File: src/logic/sadma_pkg.sv
package sadma_pkg;

  // ---------------------------------------------------------------
  // register offsets
  // ---------------------------------------------------------------
  localparam logic [3:0] OFS_CONTROL = 4'h0;
  localparam logic [3:0] OFS_MEM_ADDR = 4'h1;
  localparam logic [3:0] OFS_IO_LOW = 4'h2;
  localparam logic [3:0] OFS_COUNT = 4'h3;
  localparam logic [3:0] OFS_STATUS = 4'h4;
  localparam logic [3:0] OFS_MASK = 4'h5;
  localparam logic [3:0] OFS_STATE = 4'h6;

  // ---------------------------------------------------------------
  // field layout and reset values
  // ---------------------------------------------------------------
  localparam int CONTROL_W = 8;
  localparam int STATUS_W = 2;
  localparam int ST_IRQ_BIT = 0;
  localparam int ST_END_BIT = 1;
  localparam logic [15:0] IO_HIGH_ONES = 16'hFFFF;
  localparam logic [23:0] STEP_BYTE = 24'h00_0001;
  localparam logic [23:0] STEP_WORD = 24'h00_0002;
  localparam logic [23:0] MEM_ADDR_RESET = 24'h00_0000;
  localparam logic [7:0] IO_LOW_RESET = 8'h00;
  localparam logic [15:0] COUNT_RESET = 16'h0000;
  localparam logic [15:0] COUNT_LAST = 16'h0001;
  localparam logic [1:0] MASK_RESET = 2'h0;
  localparam int SYNC_STAGES = 2;

  // activation sources
  typedef enum logic [2:0] {
    SRC_TIMER0 = 3'h0,
    SRC_TIMER1 = 3'h1,
    SRC_TIMER2 = 3'h2,
    SRC_TIMER3 = 3'h3,
    SRC_SER_TX_EMPTY = 3'h4,
    SRC_SER_RX_FULL = 3'h5,
    SRC_EXT_REQ = 3'h6,
    SRC_NONE = 3'h7
  } sadma_src_t;

  // control register, bit 0 at the bottom
  typedef struct packed {
    sadma_src_t src;
    logic addr_dec;
    logic word_size;
    logic idle_mode;
    logic completion_irq_enable;
    logic channel_enable_bit;
  } sadma_ctrl_t;

  localparam sadma_ctrl_t CONTROL_RESET = '{src: SRC_NONE, default: 1'b0};

  // one bus cycle request towards the system bus
  typedef struct packed {
    logic valid;
    logic write;
    logic word;
    logic [23:0] addr;
    logic [15:0] wdata;
  } sadma_bus_cmd_t;

  localparam sadma_bus_cmd_t BUS_IDLE = '0;

endpackage : sadma_pkg

File: src/logic/sadma_req_sel.sv
module sadma_req_sel #(
  parameter int STAGES = sadma_pkg::SYNC_STAGES
) (
  // clock and reset
  input wire logic i_clock,
  input wire logic i_rst_n,
  // source selection and acceptance
  input wire sadma_pkg::sadma_src_t i_src,
  input wire logic i_take,
  // request sources
  input wire logic [3:0] i_timer_match,
  input wire logic i_ser_tx_empty,
  input wire logic i_ser_rx_full,
  input wire logic i_ext_req_n,
  // pending request
  output logic o_pending
);

  if (STAGES < 2) begin : g_bad_stages
    $error("sadma_req_sel needs at least two sync stages");
  end

  // ---------------------------------------------------------------
  // external request pin synchroniser
  // ---------------------------------------------------------------
  logic [STAGES-1:0] ext_sync;
  logic ext_last;
  logic ext_fall;

  always_ff @(posedge i_clock) begin
    if (!i_rst_n) begin
      ext_sync <= '1;
    end else begin
      ext_sync <= {ext_sync[STAGES-2:0], i_ext_req_n};
    end
  end

  always_ff @(posedge i_clock) begin
    if (!i_rst_n) begin
      ext_last <= 1'b1;
    end else begin
      ext_last <= ext_sync[STAGES-1];
    end
  end

  assign ext_fall = ext_last & ~ext_sync[STAGES-1];

  // ---------------------------------------------------------------
  // source mux and sticky pending flag
  // ---------------------------------------------------------------
  logic event_hit;

  always_comb begin
    unique case (i_src)
      sadma_pkg::SRC_TIMER0: event_hit = i_timer_match[0];
      sadma_pkg::SRC_TIMER1: event_hit = i_timer_match[1];
      sadma_pkg::SRC_TIMER2: event_hit = i_timer_match[2];
      sadma_pkg::SRC_TIMER3: event_hit = i_timer_match[3];
      sadma_pkg::SRC_SER_TX_EMPTY: event_hit = i_ser_tx_empty;
      sadma_pkg::SRC_SER_RX_FULL: event_hit = i_ser_rx_full;
      sadma_pkg::SRC_EXT_REQ: event_hit = ext_fall;
      default: event_hit = 1'b0;
    endcase
  end

  // a new request in the cycle of acceptance stays pending
  always_ff @(posedge i_clock) begin
    if (!i_rst_n) begin
      o_pending <= 1'b0;
    end else if (event_hit) begin
      o_pending <= 1'b1;
    end else if (i_take) begin
      o_pending <= 1'b0;
    end
  end

endmodule : sadma_req_sel

File: src/logic/sadma_channel.sv
// Behaviour
// - I/O mode is chosen by this channel's own control register, independent of any other channel.
// - idle mode is chosen by this channel's own control register, independent of any other channel.
// - each accepted request moves exactly one byte or word, repeated until the count is done.
// - a serial receive-full request reads the I/O address and writes memory; all other sources go memory to I/O.
// - in I/O mode the 24-bit memory address steps up or down by the transfer size after each transfer.
// - the I/O address is the 8-bit low byte with the upper 16 bits forced to ones, and never steps.
// - in idle mode both addresses stay fixed for the whole run.
// - the 16-bit transfer counter decrements by one after every transfer.
// - in I/O mode reaching zero clears the channel enable, and interrupts only if the irq enable is set.
// - in idle mode reaching zero clears the channel enable, stops, and always requests an interrupt.
// - a starting count of zero gives 65,536 transfers.
// - requests come from timer match 0 to 3, serial tx-empty, serial rx-full or the external request pin.
//
// Implementation choices: the placing of the registers and strobed register access.
module sadma_channel (
  // clock and reset
  input wire logic I_CLOCK,
  input wire logic I_RST_N,
  // register port
  input wire logic [3:0] I_ADDR,
  input wire logic [31:0] I_WDATA,
  input wire logic I_WR,
  input wire logic I_RD,
  output logic [31:0] O_RDATA,
  // activation sources
  input wire logic [3:0] I_TIMER_MATCH,
  input wire logic I_SER_TX_EMPTY,
  input wire logic I_SER_RX_FULL,
  input wire logic I_EXT_REQ_N,
  // system bus master
  output sadma_pkg::sadma_bus_cmd_t O_BUS,
  input wire logic I_BUS_ACK,
  input wire logic [15:0] I_BUS_RDATA,
  // interrupt
  output logic O_IRQ
);

  // ---------------------------------------------------------------
  // state and registers
  // ---------------------------------------------------------------
  typedef enum logic [2:0] {
    ST_IDLE = 3'b001,
    ST_READ = 3'b010,
    ST_WRITE = 3'b100
  } sadma_state_t;

  sadma_state_t state;
  sadma_state_t next_state;
  sadma_pkg::sadma_ctrl_t ctrl;
  logic [23:0] memory_side_address;
  logic [7:0] io_side_address_low;
  logic [15:0] transfer_counter;
  logic [1:0] status;
  logic [1:0] mask;
  logic to_memory;

  logic wr_ctrl;
  logic wr_mem;
  logic wr_io;
  logic wr_count;
  logic wr_mask;
  logic rd_status;

  assign wr_ctrl = I_WR && (I_ADDR == sadma_pkg::OFS_CONTROL);
  assign wr_mem = I_WR && (I_ADDR == sadma_pkg::OFS_MEM_ADDR);
  assign wr_io = I_WR && (I_ADDR == sadma_pkg::OFS_IO_LOW);
  assign wr_count = I_WR && (I_ADDR == sadma_pkg::OFS_COUNT);
  assign wr_mask = I_WR && (I_ADDR == sadma_pkg::OFS_MASK);
  assign rd_status = I_RD && (I_ADDR == sadma_pkg::OFS_STATUS);

  // ---------------------------------------------------------------
  // elaboration checks on the shared layout
  // ---------------------------------------------------------------
  if ($bits(sadma_pkg::sadma_ctrl_t) != sadma_pkg::CONTROL_W) begin : g_bad_ctrl_w
    $error("control layout does not fill the control register width");
  end
  if ($bits(status) != sadma_pkg::STATUS_W) begin : g_bad_status_w
    $error("status register width differs from the status layout");
  end
  if (sadma_pkg::ST_IRQ_BIT >= sadma_pkg::STATUS_W) begin : g_bad_irq_pos
    $error("interrupt request bit lies outside the status register");
  end
  if (sadma_pkg::ST_END_BIT >= sadma_pkg::STATUS_W) begin : g_bad_end_pos
    $error("run end bit lies outside the status register");
  end
  if (sadma_pkg::ST_IRQ_BIT == sadma_pkg::ST_END_BIT) begin : g_st_overlap
    $error("status bits share one position");
  end
  if (sadma_pkg::STEP_BYTE == 24'h00_0000 || sadma_pkg::STEP_WORD == 24'h00_0000) begin : g_bad_step
    $error("address step of zero would hold the address in I/O mode");
  end
  if (sadma_pkg::COUNT_LAST == 16'h0000) begin : g_bad_last
    $error("last-transfer count of zero would never end a run");
  end
  if (sadma_pkg::SYNC_STAGES < 2) begin : g_bad_sync
    $error("external request pin needs at least two sync stages");
  end

  // ---------------------------------------------------------------
  // request selection
  // ---------------------------------------------------------------
  logic pending;
  logic start;
  logic read_done;
  logic write_done;
  logic last_xfer;
  logic run_end;

  // a request taken while disabled waits in pending until the enable is set
  assign start = state[0] && ctrl.channel_enable_bit && pending;
  assign read_done = state[1] && I_BUS_ACK;
  assign write_done = state[2] && I_BUS_ACK;
  assign last_xfer = transfer_counter == sadma_pkg::COUNT_LAST;
  assign run_end = write_done && last_xfer;

  sadma_req_sel #(
    .STAGES(sadma_pkg::SYNC_STAGES)
  ) u_req_sel (
    .i_clock(I_CLOCK),
    .i_rst_n(I_RST_N),
    .i_src(ctrl.src),
    .i_take(start),
    .i_timer_match(I_TIMER_MATCH),
    .i_ser_tx_empty(I_SER_TX_EMPTY),
    .i_ser_rx_full(I_SER_RX_FULL),
    .i_ext_req_n(I_EXT_REQ_N),
    .o_pending(pending)
  );

  // ---------------------------------------------------------------
  // address forming
  // ---------------------------------------------------------------
  logic [23:0] io_addr;
  logic [23:0] step;
  logic [23:0] next_mem_addr;

  assign io_addr = {sadma_pkg::IO_HIGH_ONES, io_side_address_low};
  assign step = ctrl.word_size ? sadma_pkg::STEP_WORD : sadma_pkg::STEP_BYTE;
  assign next_mem_addr = ctrl.addr_dec ? memory_side_address - step
                                       : memory_side_address + step;

  // ---------------------------------------------------------------
  // transfer sequencer
  // ---------------------------------------------------------------
  always_comb begin
    next_state = state;
    unique case (state)
      ST_IDLE: begin
        if (start) begin
          next_state = ST_READ;
        end
      end
      ST_READ: begin
        if (I_BUS_ACK) begin
          next_state = ST_WRITE;
        end
      end
      ST_WRITE: begin
        if (I_BUS_ACK) begin
          next_state = ST_IDLE;
        end
      end
      default: next_state = ST_IDLE;
    endcase
  end

  always_ff @(posedge I_CLOCK) begin
    if (!I_RST_N) begin
      state <= ST_IDLE;
    end else begin
      state <= next_state;
    end
  end

  // direction is fixed at the start of each transfer
  always_ff @(posedge I_CLOCK) begin
    if (!I_RST_N) begin
      to_memory <= 1'b0;
    end else if (start) begin
      to_memory <= ctrl.src == sadma_pkg::SRC_SER_RX_FULL;
    end
  end

  // ---------------------------------------------------------------
  // bus cycles
  // ---------------------------------------------------------------
  always_ff @(posedge I_CLOCK) begin
    if (!I_RST_N) begin
      O_BUS <= sadma_pkg::BUS_IDLE;
    end else if (start) begin
      O_BUS.valid <= 1'b1;
      O_BUS.write <= 1'b0;
      O_BUS.word <= ctrl.word_size;
      if (ctrl.src == sadma_pkg::SRC_SER_RX_FULL) begin
        O_BUS.addr <= io_addr;
      end else begin
        O_BUS.addr <= memory_side_address;
      end
    end else if (read_done) begin
      O_BUS.write <= 1'b1;
      O_BUS.wdata <= I_BUS_RDATA;
      if (to_memory) begin
        O_BUS.addr <= memory_side_address;
      end else begin
        O_BUS.addr <= io_addr;
      end
    end else if (write_done) begin
      O_BUS.valid <= 1'b0;
      O_BUS.write <= 1'b0;
    end
  end

  // ---------------------------------------------------------------
  // control register
  // ---------------------------------------------------------------
  // a software write wins over the hardware clear of the enable
  always_ff @(posedge I_CLOCK) begin
    if (!I_RST_N) begin
      ctrl <= sadma_pkg::CONTROL_RESET;
    end else if (wr_ctrl) begin
      ctrl <= sadma_pkg::sadma_ctrl_t'(I_WDATA[sadma_pkg::CONTROL_W-1:0]);
    end else if (run_end) begin
      ctrl.channel_enable_bit <= 1'b0;
    end
  end

  // ---------------------------------------------------------------
  // memory and I/O address registers
  // ---------------------------------------------------------------
  // software writes win over the hardware step
  always_ff @(posedge I_CLOCK) begin
    if (!I_RST_N) begin
      memory_side_address <= sadma_pkg::MEM_ADDR_RESET;
    end else if (wr_mem) begin
      memory_side_address <= I_WDATA[23:0];
    end else if (write_done && !ctrl.idle_mode) begin
      memory_side_address <= next_mem_addr;
    end
  end

  // the I/O side low byte is only ever written by software
  always_ff @(posedge I_CLOCK) begin
    if (!I_RST_N) begin
      io_side_address_low <= sadma_pkg::IO_LOW_RESET;
    end else if (wr_io) begin
      io_side_address_low <= I_WDATA[7:0];
    end
  end

  // ---------------------------------------------------------------
  // transfer counter
  // ---------------------------------------------------------------
  // zero wraps to all ones, so a zero start runs the full range
  always_ff @(posedge I_CLOCK) begin
    if (!I_RST_N) begin
      transfer_counter <= sadma_pkg::COUNT_RESET;
    end else if (wr_count) begin
      transfer_counter <= I_WDATA[15:0];
    end else if (write_done) begin
      transfer_counter <= transfer_counter - 16'h0001;
    end
  end

  // ---------------------------------------------------------------
  // status, mask and interrupt
  // ---------------------------------------------------------------
  logic [1:0] status_set;
  logic irq_wanted;

  // run end is always flagged; the interrupt request only where the mode asks for it
  assign irq_wanted = ctrl.idle_mode || ctrl.completion_irq_enable;

  always_comb begin
    status_set = '0;
    status_set[sadma_pkg::ST_END_BIT] = run_end;
    status_set[sadma_pkg::ST_IRQ_BIT] = run_end && irq_wanted;
  end

  // a set in the cycle of the clearing read survives
  always_ff @(posedge I_CLOCK) begin
    if (!I_RST_N) begin
      status <= '0;
    end else if (rd_status) begin
      status <= status_set;
    end else begin
      status <= status | status_set;
    end
  end

  // the mask has the layout of the status register
  always_ff @(posedge I_CLOCK) begin
    if (!I_RST_N) begin
      mask <= sadma_pkg::MASK_RESET;
    end else if (wr_mask) begin
      mask <= I_WDATA[sadma_pkg::STATUS_W-1:0];
    end
  end

  // level output, one cycle behind the status and mask it follows
  always_ff @(posedge I_CLOCK) begin
    if (!I_RST_N) begin
      O_IRQ <= 1'b0;
    end else begin
      O_IRQ <= |(status & mask);
    end
  end

  // ---------------------------------------------------------------
  // read data
  // ---------------------------------------------------------------
  logic [31:0] next_rdata;

  always_comb begin
    next_rdata = 32'h0000_0000;
    if (I_RD) begin
      unique case (I_ADDR)
        sadma_pkg::OFS_CONTROL: next_rdata = {24'h00_0000, ctrl};
        sadma_pkg::OFS_MEM_ADDR: next_rdata = {8'h00, memory_side_address};
        sadma_pkg::OFS_IO_LOW: next_rdata = {24'h00_0000, io_side_address_low};
        sadma_pkg::OFS_COUNT: next_rdata = {16'h0000, transfer_counter};
        sadma_pkg::OFS_STATUS: next_rdata = {30'h0000_0000, status};
        sadma_pkg::OFS_MASK: next_rdata = {30'h0000_0000, mask};
        sadma_pkg::OFS_STATE: next_rdata = {28'h000_0000, pending, state};
        default: next_rdata = 32'h0000_0000;
      endcase
    end
  end

  // read data stands for one cycle only and is zero otherwise
  always_ff @(posedge I_CLOCK) begin
    if (!I_RST_N) begin
      O_RDATA <= '0;
    end else begin
      O_RDATA <= next_rdata;
    end
  end

endmodule : sadma_channel

File: config.mk
export PLATFORM = sky130hd
export DESIGN_NAME = sadma_channel
export DESIGN_NICKNAME = d
export VERILOG_FILES = /design/src/logic/sadma_pkg.sv /design/src/logic/sadma_req_sel.sv /design/src/logic/sadma_channel.sv
export SDC_FILE = /design/constraint.sdc
export NUM_CORES = 1
export LEC_CHECK = 0
export ABC_AREA = 0
export BUFFER_PORTS_ARGS = -buffer_cell sky130_fd_sc_hd__buf_2
export CAP_MARGIN = 10
export CORE_AREA = 2 2 155 119
export CTS_BUF_LIST = sky130_fd_sc_hd__clkbuf_4
export DETAILED_ROUTE_END_ITERATION = 12
export DIE_AREA = 0 0 157 121
export PLACE_DENSITY_LB_ADDON = 0.05
export SKIP_LAST_GASP = 1
export SLEW_MARGIN = 10
export SYNTH_ARGS = -nofsm -noshare
export SYNTH_HDL_FRONTEND = slang
export SYNTH_HIERARCHICAL = 1
export SYNTH_SLANG_ARGS = --single-unit
File: constraint.sdc
create_clock -name I_CLOCK -period 3.74 [get_ports I_CLOCK]
set_clock_uncertainty 0.1 [all_clocks]
set_input_delay 0.187 -clock I_CLOCK [delete_from_list [all_inputs] [get_ports I_CLOCK]]
set_output_delay 0.187 -clock I_CLOCK [all_outputs]
set_load 0.05 [all_outputs]
==> results of run 1 <==
## power by group
part | leakage (µW) | switching (µW) | internal [µW]
sequential | 0.00110 | 16.3 | 1460
combinational | 0.00224 | 142 | 97.4
clock | 0.000134 | 587 | 349
## worst paths after layout
check / startpoint / endpoint / slack [ns] / cells after the start
max reg2reg: ctrl[4] / memory_side_address[23] / 0.72 / 8
max: ctrl[4] / memory_side_address[23] / 0.72 / 8
min reg2reg: u_req_sel/ext_sync[0] / u_req_sel/ext_sync[1] / 0.33 / 1
min: I_WDATA[16] / memory_side_address[16] / 0.07 / 4
## timing repair
action,in CTS,in global routing
setup endpoints to repair,0,0
buffers inserted,0,0
hold buffers,49,0
hold endpoints to repair,79,0
## layer usage
metal / vias up / part of all wire (%)
met4: 0 / 1.4
met2: 231 / 40
li1: 3429 / -
met1: 3180 / 52
met5: - / 0
met3: 20 / 6.7
## logic make-up (layout without fill, tap and decap cells)
family | count (synthesis) | in the layout | synth area share [%]
simple gates | 324 | 324 | 22.6
buf+inv | 70 | 234 | 4.38
mux | 9 | 9 | 1.57
compound gates | 263 | 263 | 24.1
xor+xnor | 24 | 24 | 3.04
other cells | 1 | 8 | 0.0542
flops | 136 | 136 | 39.4
fa+ha+maj | 26 | 26 | 4.81
## through the flow
stage	area [µm²]	total power, µW	cells
floorplan	6940	1630	860
CTS	8500	2680	1266
finish	8500	2650	1266
detailed placement	7750	1710	1185
global route	8500	2770	1266
global placement	7750	1710	1185
## layout make-up
cell class | count | area [µm²]
Fill cell | 1747 | 8890
Tap cell | 242 | 303
Timing Repair Buffer | 191 | 1250
Clock buffer | 19 | 143
Clock inverter | 13 | 121
Multi-Input combinational cell | 654 | 3920
Sequential cell | 136 | 2720
Inverter | 11 | 41.3
## worst register-to-register path, stage by stage, from the launching register on
cell and delay, ns:
dfxtp_1 0.40, buf_4 0.33, ha_1 0.37, a21o_1 0.26, a31oi_2 0.27, a31oi_1 0.21
a211oi_2 0.51, nor3_1 0.12, or3b_1 0.36
## cell usage in the layout (no fill, tap or decap), drive strengths merged, types with 15 or more instances in the layout
cell	n
dfxtp	136
a21oi	108
nand3	34
clkbuf	19
xnor2	20
nor3	21
o21ai	30
dlygate4sd3	49
buf	142
a22oi	20
nor2	72
nand2	117
a211oi	15
ha	25
o22ai	16
## state kept, by name, indices dropped and copies added (netlist names)
name,count
O_BUS,43
O_IRQ,1
O_RDATA,24
ctrl,8
io_side_address_low,8
mask,2
memory_side_address,24
state,3
status,2
to_memory,1
transfer_counter,16
u_req_sel/ext_last,1
u_req_sel/ext_sync,2
u_req_sel/o_pending,1
==> results_tabular.tex, run 1 <==
\begin{tabular}{lr}
\hline
Metric & Value \\
\hline
\multicolumn{2}{l}{\textbf{Drt}} \\
DRC & 0 \\
Via density & about 5.4 \\
Remaining number of nets flagged by the antenna check after routing & 0 \\
Via count of the routed design & $\sim$7000 \\
TritonRoute pass-1 iters & 5 \\
Drt initial violations & 470 \\
Detailed-route wire length & roughly 23000 µm \\
Post-DR wirelength/cell & approximately 18 µm \\
\multicolumn{2}{l}{\textbf{Placement}} \\
Placer congestion estimate & about 0.9 \\
Final HPWL from detailed placement & between 15000 and 20000 µm \\
Setup Slack @ Placement & approximately 0.76 ns \\
PortBufs & between 100 and 150 \\
\multicolumn{2}{l}{\textbf{Global route}} \\
Initial antenna violation count & 0 \\
GR met1 Demand/Resource & between 30\% and 40\% \\
Global-route layer with the greatest usage & met1 \\
Met3 capacity usage during global routing & around 5\% \\
Met2 track utilization from global routing & about a third \\
Overflow after GRT & 0 \\
Maximum number of pins on one net before global-route repair & 84 \\
Number of global-route vias before repair & 6380 \\
First-pass GRT wire length & approximately 35000 µm \\
Global-route total usage across every layer & 23.9\% \\
\multicolumn{2}{l}{\textbf{Die}} \\
Starting Density & about 40\% \\
Die span in y & about 120 µm \\
Number of rows in the core area & 42 \\
Full die area & approximately 0.019 mm² \\
Die Span X & approximately 160 µm \\
Core region area & around 0.017 mm² \\
I/O pin total & 140 \\
\multicolumn{2}{l}{\textbf{Run status}} \\
Result of the run & finished, final reports clean \\
\multicolumn{2}{l}{\textbf{Yosys}} \\
Dominant register cell in the synthesized netlist & dfxtp\_1 \\
Ranking of synthesized cells by area & dfxtp\_1 (39\%), a21oi\_1 (7.8\%), nand2\_1 (6.3\%), ha\_1 (4.5\%), nor2\_1 (3.9\%) \\
\#FFs+latches synth & $\sim$140 \\
Portion of synthesized cell area occupied by the leading cell type & approximately two fifths \\
Leading area contributor after synthesis & dfxtp\_1 \\
Sequential fraction of the synthesis area & between 30\% and 40\% \\
Async SR Flop Fraction & 0\% \\
Netlist area before placement & between 0.006 and 0.007 mm² \\
Synthesis Warnings & 6 \\
Number of library cell types mapped by synthesis & roughly 70 \\
Most numerous cell types in the synthesized netlist & dfxtp\_1 (136), nand2\_1 (116), a21oi\_1 (108), nor2\_1 (72), clkbuf\_1 (42) \\
Syn avg cell area & slightly above 8 µm² \\
Number of enable-type register cells in the synthesized netlist & 0 \\
Synthesized instance count & 853 \\
Most repeated cell in the gate-level netlist after synthesis & dfxtp\_1 \\
\multicolumn{2}{l}{\textbf{STA}} \\
Final critical-path setup slack & slightly above 0.7 ns \\
Setup repair after global routing missed its margin & false \\
Achievable Freq & 331 MHz \\
Final Hold Fails & 0 \\
Setup-failing EPs final & 0 \\
Aggregate negative setup slack & 0 ns \\
Final period utilization & 80.8\% \\
Post-route minimum period & 3.02 ns \\
Number of pins exceeding their max-slew limit in the final report & 0 \\
Worst max-slew margin expressed relative to the limit & between 30\% and 40\% \\
Worst hold slack across all endpoints & $\sim$0.067 ns \\
Pin slew with the least headroom to its limit & 0.959 ns \\
\multicolumn{2}{l}{\textbf{Clock tree}} \\
Number of CTS-inserted buffers & 17 \\
Skew-Pair Late Insertion Delay & around 0.55 ns \\
Root cell of the clock tree & clkbuf\_4 \\
Clock-pin slew on the worst setup and hold paths & $\sim$0.13 ns \\
Number of buffers between clock root and the deepest sink & 2 \\
CTS sink count & 136 \\
Clock tree from TritonCTS & yes \\
H-Tree Depth & 4 \\
Quantity of gates resized following cts & 0 \\
\multicolumn{2}{l}{\textbf{Worst setup path}} \\
Startpoint type of the worst setup path & flop \\
Path type of the worst setup path & flop to flop \\
Worst path slowest cell & a211oi\_2 \\
Kind of capture point of the worst setup path & flop \\
Cell type group with the largest total delay on the critical path & compound AO/OA/AOI/OAI gates \\
Max incr delay on CP & between 0.5 and 0.6 ns \\
Number of buffers and inverters on the critical path & 1 \\
Data required time at the worst endpoint & 4.08 ns \\
Maximum net fanout on the critical path & 22 \\
Worst path cell trace & buf\_4, ha\_1, a21o\_1, a31oi\_2, a31oi\_1, a211oi\_2, nor3\_1, or3b\_1 \\
Arr. time, crit path & roughly 3.4 ns \\
\multicolumn{2}{l}{\textbf{Layout}} \\
Post-Route Utilization & around half \\
Layout cell share with drive strength beyond 1 & a little under a fifth \\
Antenna diode count & 0 \\
Nets & $\sim$1100 \\
Area added between synthesis and finish & 22.9\% \\
\multicolumn{2}{l}{\textbf{Pwr}} \\
Power density cells & $\sim$310 mW/mm² \\
Leakage component of the power & 0.00347 µW \\
VDD IR max & approximately 0.00015 V \\
\multicolumn{2}{l}{\textbf{Min path}} \\
Class of the worst hold path & input port to flop \\
\multicolumn{2}{l}{\textbf{Run}} \\
Max capacitance violation total & 0 \\
\hline
\end{tabular}
Power figures use the tool's default switching activity.
==> inputs of run 2 (changes only) <==
==> constraint.sdc (replaced) <==
create_clock -name I_CLOCK -period 3 [get_ports I_CLOCK]
set_clock_uncertainty 0.1 [all_clocks]
set_input_delay 0.15 -clock I_CLOCK [delete_from_list [all_inputs] [get_ports I_CLOCK]]
set_output_delay 0.15 -clock I_CLOCK [all_outputs]
set_load 0.05 [all_outputs]
==> results_tabular.tex, run 2 (same netlist as run 1, synthesis figures left out) <==
\begin{tabular}{lr}
\hline
Metric & Value \\
\hline
\multicolumn{2}{l}{\textbf{Clock tree}} \\
H-Tree Depth & 4 (unchanged) \\
CTS sink count & 136 (unchanged) \\
Skew-Pair Late Insertion Delay & 0.57 ns (+0.02 ns) \\
Post-CTS setup buffer count & 0 (unchanged) \\
Clock-pin slew on the worst setup and hold paths & 0.12 ns (about the same) \\
Root cell of the clock tree & clkbuf\_4 \\
Quantity of gates resized following cts & 0 (unchanged) \\
Number of CTS-inserted buffers & 17 (unchanged) \\
Clock tree from TritonCTS & yes \\
Number of buffers between clock root and the deepest sink & 2 (unchanged) \\
\multicolumn{2}{l}{\textbf{Pwr}} \\
Leakage component of the power & 0.00354 µW (+2.0\%) \\
VDD IR max & 0.000168 V (+8.8\%) \\
Power density cells & 387 mW/mm² (+24\%) \\
Total power after layout & 3330 µW (+26\%) \\
\multicolumn{2}{l}{\textbf{STA}} \\
Achievable Freq & 361 MHz (+9.0\%) \\
Aggregate negative setup slack & 0 ns (unchanged) \\
Post-route minimum period & 2.77 ns (-0.248 ns) \\
Number of pins exceeding their max-slew limit in the final report & 0 (unchanged) \\
Final Hold Fails & 0 (unchanged) \\
Pin slew with the least headroom to its limit & 1.11 ns (+0.146 ns) \\
Worst max-slew margin expressed relative to the limit & 25.8\% (-10 points) \\
Final period utilization & 92.4\% (+12 points) \\
Setup-failing EPs final & 0 (unchanged) \\
Setup repair after global routing missed its margin & false \\
\multicolumn{2}{l}{\textbf{Die}} \\
I/O pin total & 140 (unchanged) \\
Full die area & 0.0190 mm² (unchanged) \\
Number of rows in the core area & 42 (unchanged) \\
Starting Density & 39.8\% (unchanged) \\
Die span in y & 121 µm (unchanged) \\
Die Span X & 157 µm (unchanged) \\
Core region area & 0.0174 mm² (unchanged) \\
\multicolumn{2}{l}{\textbf{Placement}} \\
Placer congestion estimate & 0.869 (-0.55\%) \\
Final HPWL from detailed placement & 16200 µm (+2.0\%) \\
Cell area reported after detailed placement & 0.00783 mm² (+0.98\%) \\
Post-Place Cells & 1195 (+0.84\%) \\
PortBufs & 123 (unchanged) \\
\multicolumn{2}{l}{\textbf{Min path}} \\
Startpoint of the most critical hold path & I\_WDATA[22] \\
Class of the worst hold path & input port to flop \\
\multicolumn{2}{l}{\textbf{Layout}} \\
Antenna diode count & 0 (unchanged) \\
Leading registers by flop count & O\_BUS (43), O\_RDATA (24), memory\_side\_address (24) \\
Cell area after layout & 0.00861 mm² (+1.3\%) \\
Commonest non-fill, non-tap cells in the layout & dfxtp\_1 (135), buf\_2 (123), nand2\_1 (116) \\
Layout cell share with drive strength beyond 1 & 18.9\% (+0.74 points) \\
Register bank with the most flops & O\_BUS \\
Area added between synthesis and finish & 24.5\% \\
Flip-flop count of the largest register, all copies and words added & 43 (unchanged) \\
Post-Route Utilization & 49.5\% (+0.63 points) \\
Most common library cell in the layout ignoring fill and taps & dfxtp\_1 \\
Fin cells & 1279 (+1.0\%) \\
Nets & 1114 (+1.2\%) \\
\multicolumn{2}{l}{\textbf{Worst setup path}} \\
Maximum net fanout on the critical path & 5 (-77\%) \\
Path type of the worst setup path & flop to flop \\
Worst reg-to-reg setup slack & 0.23 ns (-0.49 ns) \\
Crit path from & ctrl[3] \\
Kind of capture point of the worst setup path & flop \\
Arr. time, crit path & 3.13 ns (-0.23 ns) \\
Data required time at the worst endpoint & 3.36 ns (-0.72 ns) \\
Startpoint type of the worst setup path & flop \\
RR Startpoint & ctrl[3] \\
\multicolumn{2}{l}{\textbf{Drt}} \\
Post-DR wirelength/cell & 17.7 µm (-1.6\%) \\
Remaining number of nets flagged by the antenna check after routing & 0 (unchanged) \\
Drt initial violations & 575 (+22\%) \\
Via density & 5.44 (+0.37\%) \\
Detailed-route wire length & 22600 µm (-0.59\%) \\
TritonRoute pass-1 iters & 5 (unchanged) \\
Via count of the routed design & 6956 (+1.4\%) \\
DRC & 0 (unchanged) \\
\multicolumn{2}{l}{\textbf{Global route}} \\
Number of global-route vias before repair & 6312 (-1.1\%) \\
Overflow after GRT & 0 (unchanged) \\
Maximum number of pins on one net before global-route repair & 70 (-17\%) \\
First-pass GRT wire length & 35100 µm (+0.33\%) \\
Global-route total usage across every layer & 23.9\% (about the same) \\
Initial antenna violation count & 0 (unchanged) \\
\multicolumn{2}{l}{\textbf{Run status}} \\
Result of the run & finished, final reports clean \\
\multicolumn{2}{l}{\textbf{Run}} \\
Max capacitance violation total & 0 (unchanged) \\
\hline
\end{tabular}
-- run 2: path summary, 6_finish.rpt --
kind | to | cells after the start
worst max-delay path | memory_side_address[18] | 10
worst min-delay path | memory_side_address[22] | 4
worst min register to register | u_req_sel/ext_sync[1] | 1
worst max register to register | memory_side_address[18] | 10
-- run 2: metal layers --
layer  global-route usage (%)  vias up  part of all wire (%)
li1                         -     3445                     -
met1                     36.6     3249                    51
met2                     33.6      243                    41
met3                     5.07       19                   6.6
met4                     5.73        0                   1.3
met5                        0        -                     0
-- run 2: what timing repair did --
item / 4_1_cts / 5_1_grt
setup endpoints to repair: 0 / 0
endpoints found under the hold margin: 92 / 0
hold buffers: 52 / 0
-- run 2: stage by stage --
step | worst slack [ns] | hold WS, ns
after floorplan | 0.224 | 0.123
after global placement | 0.271 | 0.231
after detailed placement | 0.237 | 0.244
after CTS | 0.217 | 0.00540
after global routing | 0.0390 | 0.0397
final | 0.228 | 0.0321
-- run 2: cell type report --
class	instances	area, µm²
fill	1745	8780
sequential	136	2720
inverter	11	41.3
clock buffer	17	128
multi-input combinational	654	3920
tap	242	303
clock inverter	15	139
timing repair buffer	204	1350
-- run 2: where the power goes --
part           switching (µW)  internal [µW]
sequential               20.5           1820
clock                     762            426
combinational             176            125
-- run 2: worst max-delay path, stage by stage (launching register included) --
cell	delay, ns
dfxtp_1	0.39
inv_1	0.07
ha_1	0.18
inv_1	0.06
fa_1	0.41
a21o_1	0.24
a221oi_2	0.28
nand2b_1	0.14
o211ai_1	0.20
or4_1	0.44
and3_1	0.17
==> inputs of run 3 (changes only) <==
--- a/config.mk
+++ b/config.mk
@@ -12,7 +12,7 @@
 export CTS_BUF_LIST = sky130_fd_sc_hd__clkbuf_4
 export DETAILED_ROUTE_END_ITERATION = 12
 export DIE_AREA = 0 0 157 121
-export PLACE_DENSITY_LB_ADDON = 0.05
+export PLACE_DENSITY = 0.59
 export SKIP_LAST_GASP = 1
 export SLEW_MARGIN = 10
 export SYNTH_ARGS = -nofsm -noshare
==> results_tabular.tex, run 3 (same netlist as run 1, synthesis figures left out) <==
\begin{tabular}{lr}
\hline
Metric & Value \\
\hline
\multicolumn{2}{l}{\textbf{Layout}} \\
Most common library cell in the layout ignoring fill and taps & dfxtp\_1 \\
Leading registers by flop count & O\_BUS (43), O\_RDATA (24), memory\_side\_address (24) \\
Area added between synthesis and finish & 23.8\% \\
Antenna diode count & 0 (unchanged) \\
Commonest non-fill, non-tap cells in the layout & dfxtp\_1 (135), buf\_2 (123), nand2\_1 (116) \\
Layout cell share with drive strength beyond 1 & 18.5\% (-0.44 points) \\
Register bank with the most flops & O\_BUS \\
Nets & 1108 (-0.54\%) \\
Flip-flop count of the largest register, all copies and words added & 43 (unchanged) \\
Cell area after layout & 0.00856 mm² (-0.58\%) \\
Fin cells & 1271 (-0.63\%) \\
\multicolumn{2}{l}{\textbf{Drt}} \\
TritonRoute pass-1 iters & 6 (+1) \\
Remaining number of nets flagged by the antenna check after routing & 0 (unchanged) \\
Via density & 5.44 (about the same) \\
DRC & 0 (unchanged) \\
Detailed-route wire length & 21900 µm (-3.0\%) \\
Via count of the routed design & 6916 (-0.58\%) \\
Post-DR wirelength/cell & 17.2 µm (-2.4\%) \\
Drt initial violations & 609 (+5.9\%) \\
\multicolumn{2}{l}{\textbf{Global route}} \\
GR met1 Demand/Resource & 33.4\% (-3.2 points) \\
Global-route total usage across every layer & 23.3\% (-0.54 points) \\
Met3 capacity usage during global routing & 6.96\% (+1.9 points) \\
Maximum number of pins on one net before global-route repair & 71 (+1.4\%) \\
Number of global-route vias before repair & 6613 (+4.8\%) \\
Initial antenna violation count & 0 (unchanged) \\
Met2 track utilization from global routing & 33.9\% (+0.25 points) \\
Global-route layer with the greatest usage & met2 \\
First-pass GRT wire length & 34600 µm (-1.5\%) \\
Overflow after GRT & 0 (unchanged) \\
\multicolumn{2}{l}{\textbf{Pwr}} \\
Fraction of power consumed by combinational cells & 8.9\% (about the same) \\
Total net switching power & 891 µW (-7.1\%) \\
Power density cells & 391 mW/mm² (+0.95\%) \\
Cell-internal power & 2450 µW (+3.4\%) \\
Fraction of power consumed by sequential logic & 55.1\% (-0.2 points) \\
VDD IR max & 0.000191 V (+14\%) \\
Switching fraction of total power & 26.6\% (-2.1 points) \\
Power share of the clock group & 36.0\% (+0.3 points) \\
Leakage component of the power & 0.00352 µW (-0.63\%) \\
\multicolumn{2}{l}{\textbf{Clock tree}} \\
Number of buffers between clock root and the deepest sink & 2 (unchanged) \\
CTS sink count & 136 (unchanged) \\
Skew-Pair Late Insertion Delay & 0.55 ns (-0.02 ns) \\
Root cell of the clock tree & clkbuf\_4 \\
Clock tree from TritonCTS & yes \\
Quantity of gates resized following cts & 0 (unchanged) \\
Post-CTS setup buffer count & 0 (unchanged) \\
H-Tree Depth & 4 (unchanged) \\
Clock-pin slew on the worst setup and hold paths & 0.14 ns (+0.02 ns) \\
Number of CTS-inserted buffers & 17 (unchanged) \\
\multicolumn{2}{l}{\textbf{STA}} \\
Post-route minimum period & 2.79 ns (+0.0157 ns) \\
Pin slew with the least headroom to its limit & 1.09 ns (-0.0181 ns) \\
Achievable Freq & 359 MHz (-0.56\%) \\
Final critical-path setup slack & 0.212 ns (-0.0157 ns) \\
Setup repair after global routing missed its margin & false \\
Final period utilization & 92.9\% (+0.52 points) \\
Aggregate negative setup slack & 0 ns (unchanged) \\
Setup-failing EPs final & 0 (unchanged) \\
Final Hold Fails & 0 (unchanged) \\
Number of pins exceeding their max-slew limit in the final report & 0 (unchanged) \\
Worst max-slew margin expressed relative to the limit & 27.0\% (+1.2 points) \\
\multicolumn{2}{l}{\textbf{Worst setup path}} \\
Cell mode on critical path & a21oi\_1 \\
Total stage count of the critical path & 7 (-3) \\
Worst path cell trace & ha\_1, a21oi\_1, o21ai\_0, or3b\_2, a31oi\_1, mux2\_2, a21oi\_1 \\
Crit path from & ctrl[4] \\
RR Startpoint & ctrl[4] \\
Maximum net fanout on the critical path & 11 (+6) \\
Cell type group with the largest total delay on the critical path & compound AO/OA/AOI/OAI gates \\
Number of cells on the worst reg-to-reg path & 7 (-3) \\
Arr. time, crit path & 3.17 ns (+0.04 ns) \\
Startpoint type of the worst setup path & flop \\
Data required time at the worst endpoint & 3.38 ns (+0.02 ns) \\
Worst reg-to-reg setup slack & 0.21 ns (-0.02 ns) \\
Path type of the worst setup path & flop to flop \\
Capture point of the worst reg-to-reg path & memory\_side\_address[17] \\
Worst Setup EP & memory\_side\_address[17] \\
Kind of capture point of the worst setup path & flop \\
Worst path slowest cell & or3b\_2 \\
Max incr delay on CP & 0.54 ns (+0.10 ns) \\
Number of buffers and inverters on the critical path & 0 (-2) \\
\multicolumn{2}{l}{\textbf{Placement}} \\
Post-Place Cells & 1190 (-0.42\%) \\
Setup Slack @ Placement & 0.230 ns (-0.00679 ns) \\
Cell area reported after detailed placement & 0.00778 mm² (-0.54\%) \\
Placer congestion estimate & 0.905 (+4.1\%) \\
Final HPWL from detailed placement & 15600 µm (-3.3\%) \\
PortBufs & 123 (unchanged) \\
\multicolumn{2}{l}{\textbf{Run status}} \\
Result of the run & finished, final reports clean \\
\multicolumn{2}{l}{\textbf{Min path}} \\
Class of the worst hold path & input port to flop \\
\multicolumn{2}{l}{\textbf{Die}} \\
Core region area & 0.0174 mm² (unchanged) \\
Number of rows in the core area & 42 (unchanged) \\
Die span in y & 121 µm (unchanged) \\
Full die area & 0.0190 mm² (unchanged) \\
I/O pin total & 140 (unchanged) \\
Starting Density & 39.8\% (unchanged) \\
Die Span X & 157 µm (unchanged) \\
\multicolumn{2}{l}{\textbf{Run}} \\
Max capacitance violation total & 0 (unchanged) \\
\hline
\end{tabular}
-- run 3: through the flow --
step | util, % | power [µW] | hold WS, ns
2_1_floorplan | - | 2030 | 0.123
3_3_place_gp | 44.7 | 2120 | 0.238
3_5_place_dp | 44.7 | 2120 | 0.238
4_1_cts | 49.2 | 3380 | 0.00362
5_1_grt | 49.2 | 3490 | 0.00504
6_report | 49.2 | 3340 | 0.0464
-- run 3: worst min-delay path by stage --
stage	start	end	slack, ns	cells past startpoint
after global routing	I_WDATA[23]	memory_side_address[23]	0.005	5
after detailed placement	I_EXT_REQ_N	u_req_sel/ext_sync[0]	0.24	2
after CTS	I_WDATA[22]	memory_side_address[22]	0.004	4
after floorplan	I_RST_N	u_req_sel/ext_last	0.12	1
after global placement	I_EXT_REQ_N	u_req_sel/ext_sync[0]	0.24	2
final	I_WDATA[22]	memory_side_address[22]	0.05	4
-- run 3: tightest hold or removal path, delay by kind of cell --
family	cells	cell delay, ns
buf+inv	1	0.10
compound gates	2	0.25
simple gates	1	0.17
-- run 3: repair_timing --
item,CTS,global route
hold buffers,51,0
setup endpoints to repair,0,0
endpoints found under the hold margin,87,0
-- run 3: per-layer routing --
layer	up-vias	wire length [µm]	part of all wire [%]
li1	3435	-	-
met2	242	8900	41
met4	0	272	1.2
met1	3215	10800	49
met3	24	1960	9.0
met5	-	0	0
-- run 3: power by group through the flow --
stage	Sequential, µW	Combinational [µW]	Clock (µW)
floorplan	1880	152	0
global route	1850	321	1330
CTS	1840	292	1240
global placement	1880	242	0
detailed placement	1880	242	0
finish	1840	298	1200
-- run 3: layout make-up --
class                      instances  area (µm²)
clock buffer                      19         143
clock inverter                    11         126
fill                            1731        8830
inverter                          11        41.3
multi-input combinational        654        3920
sequential                       136        2720
tap                              242         303
timing repair buffer             198        1310
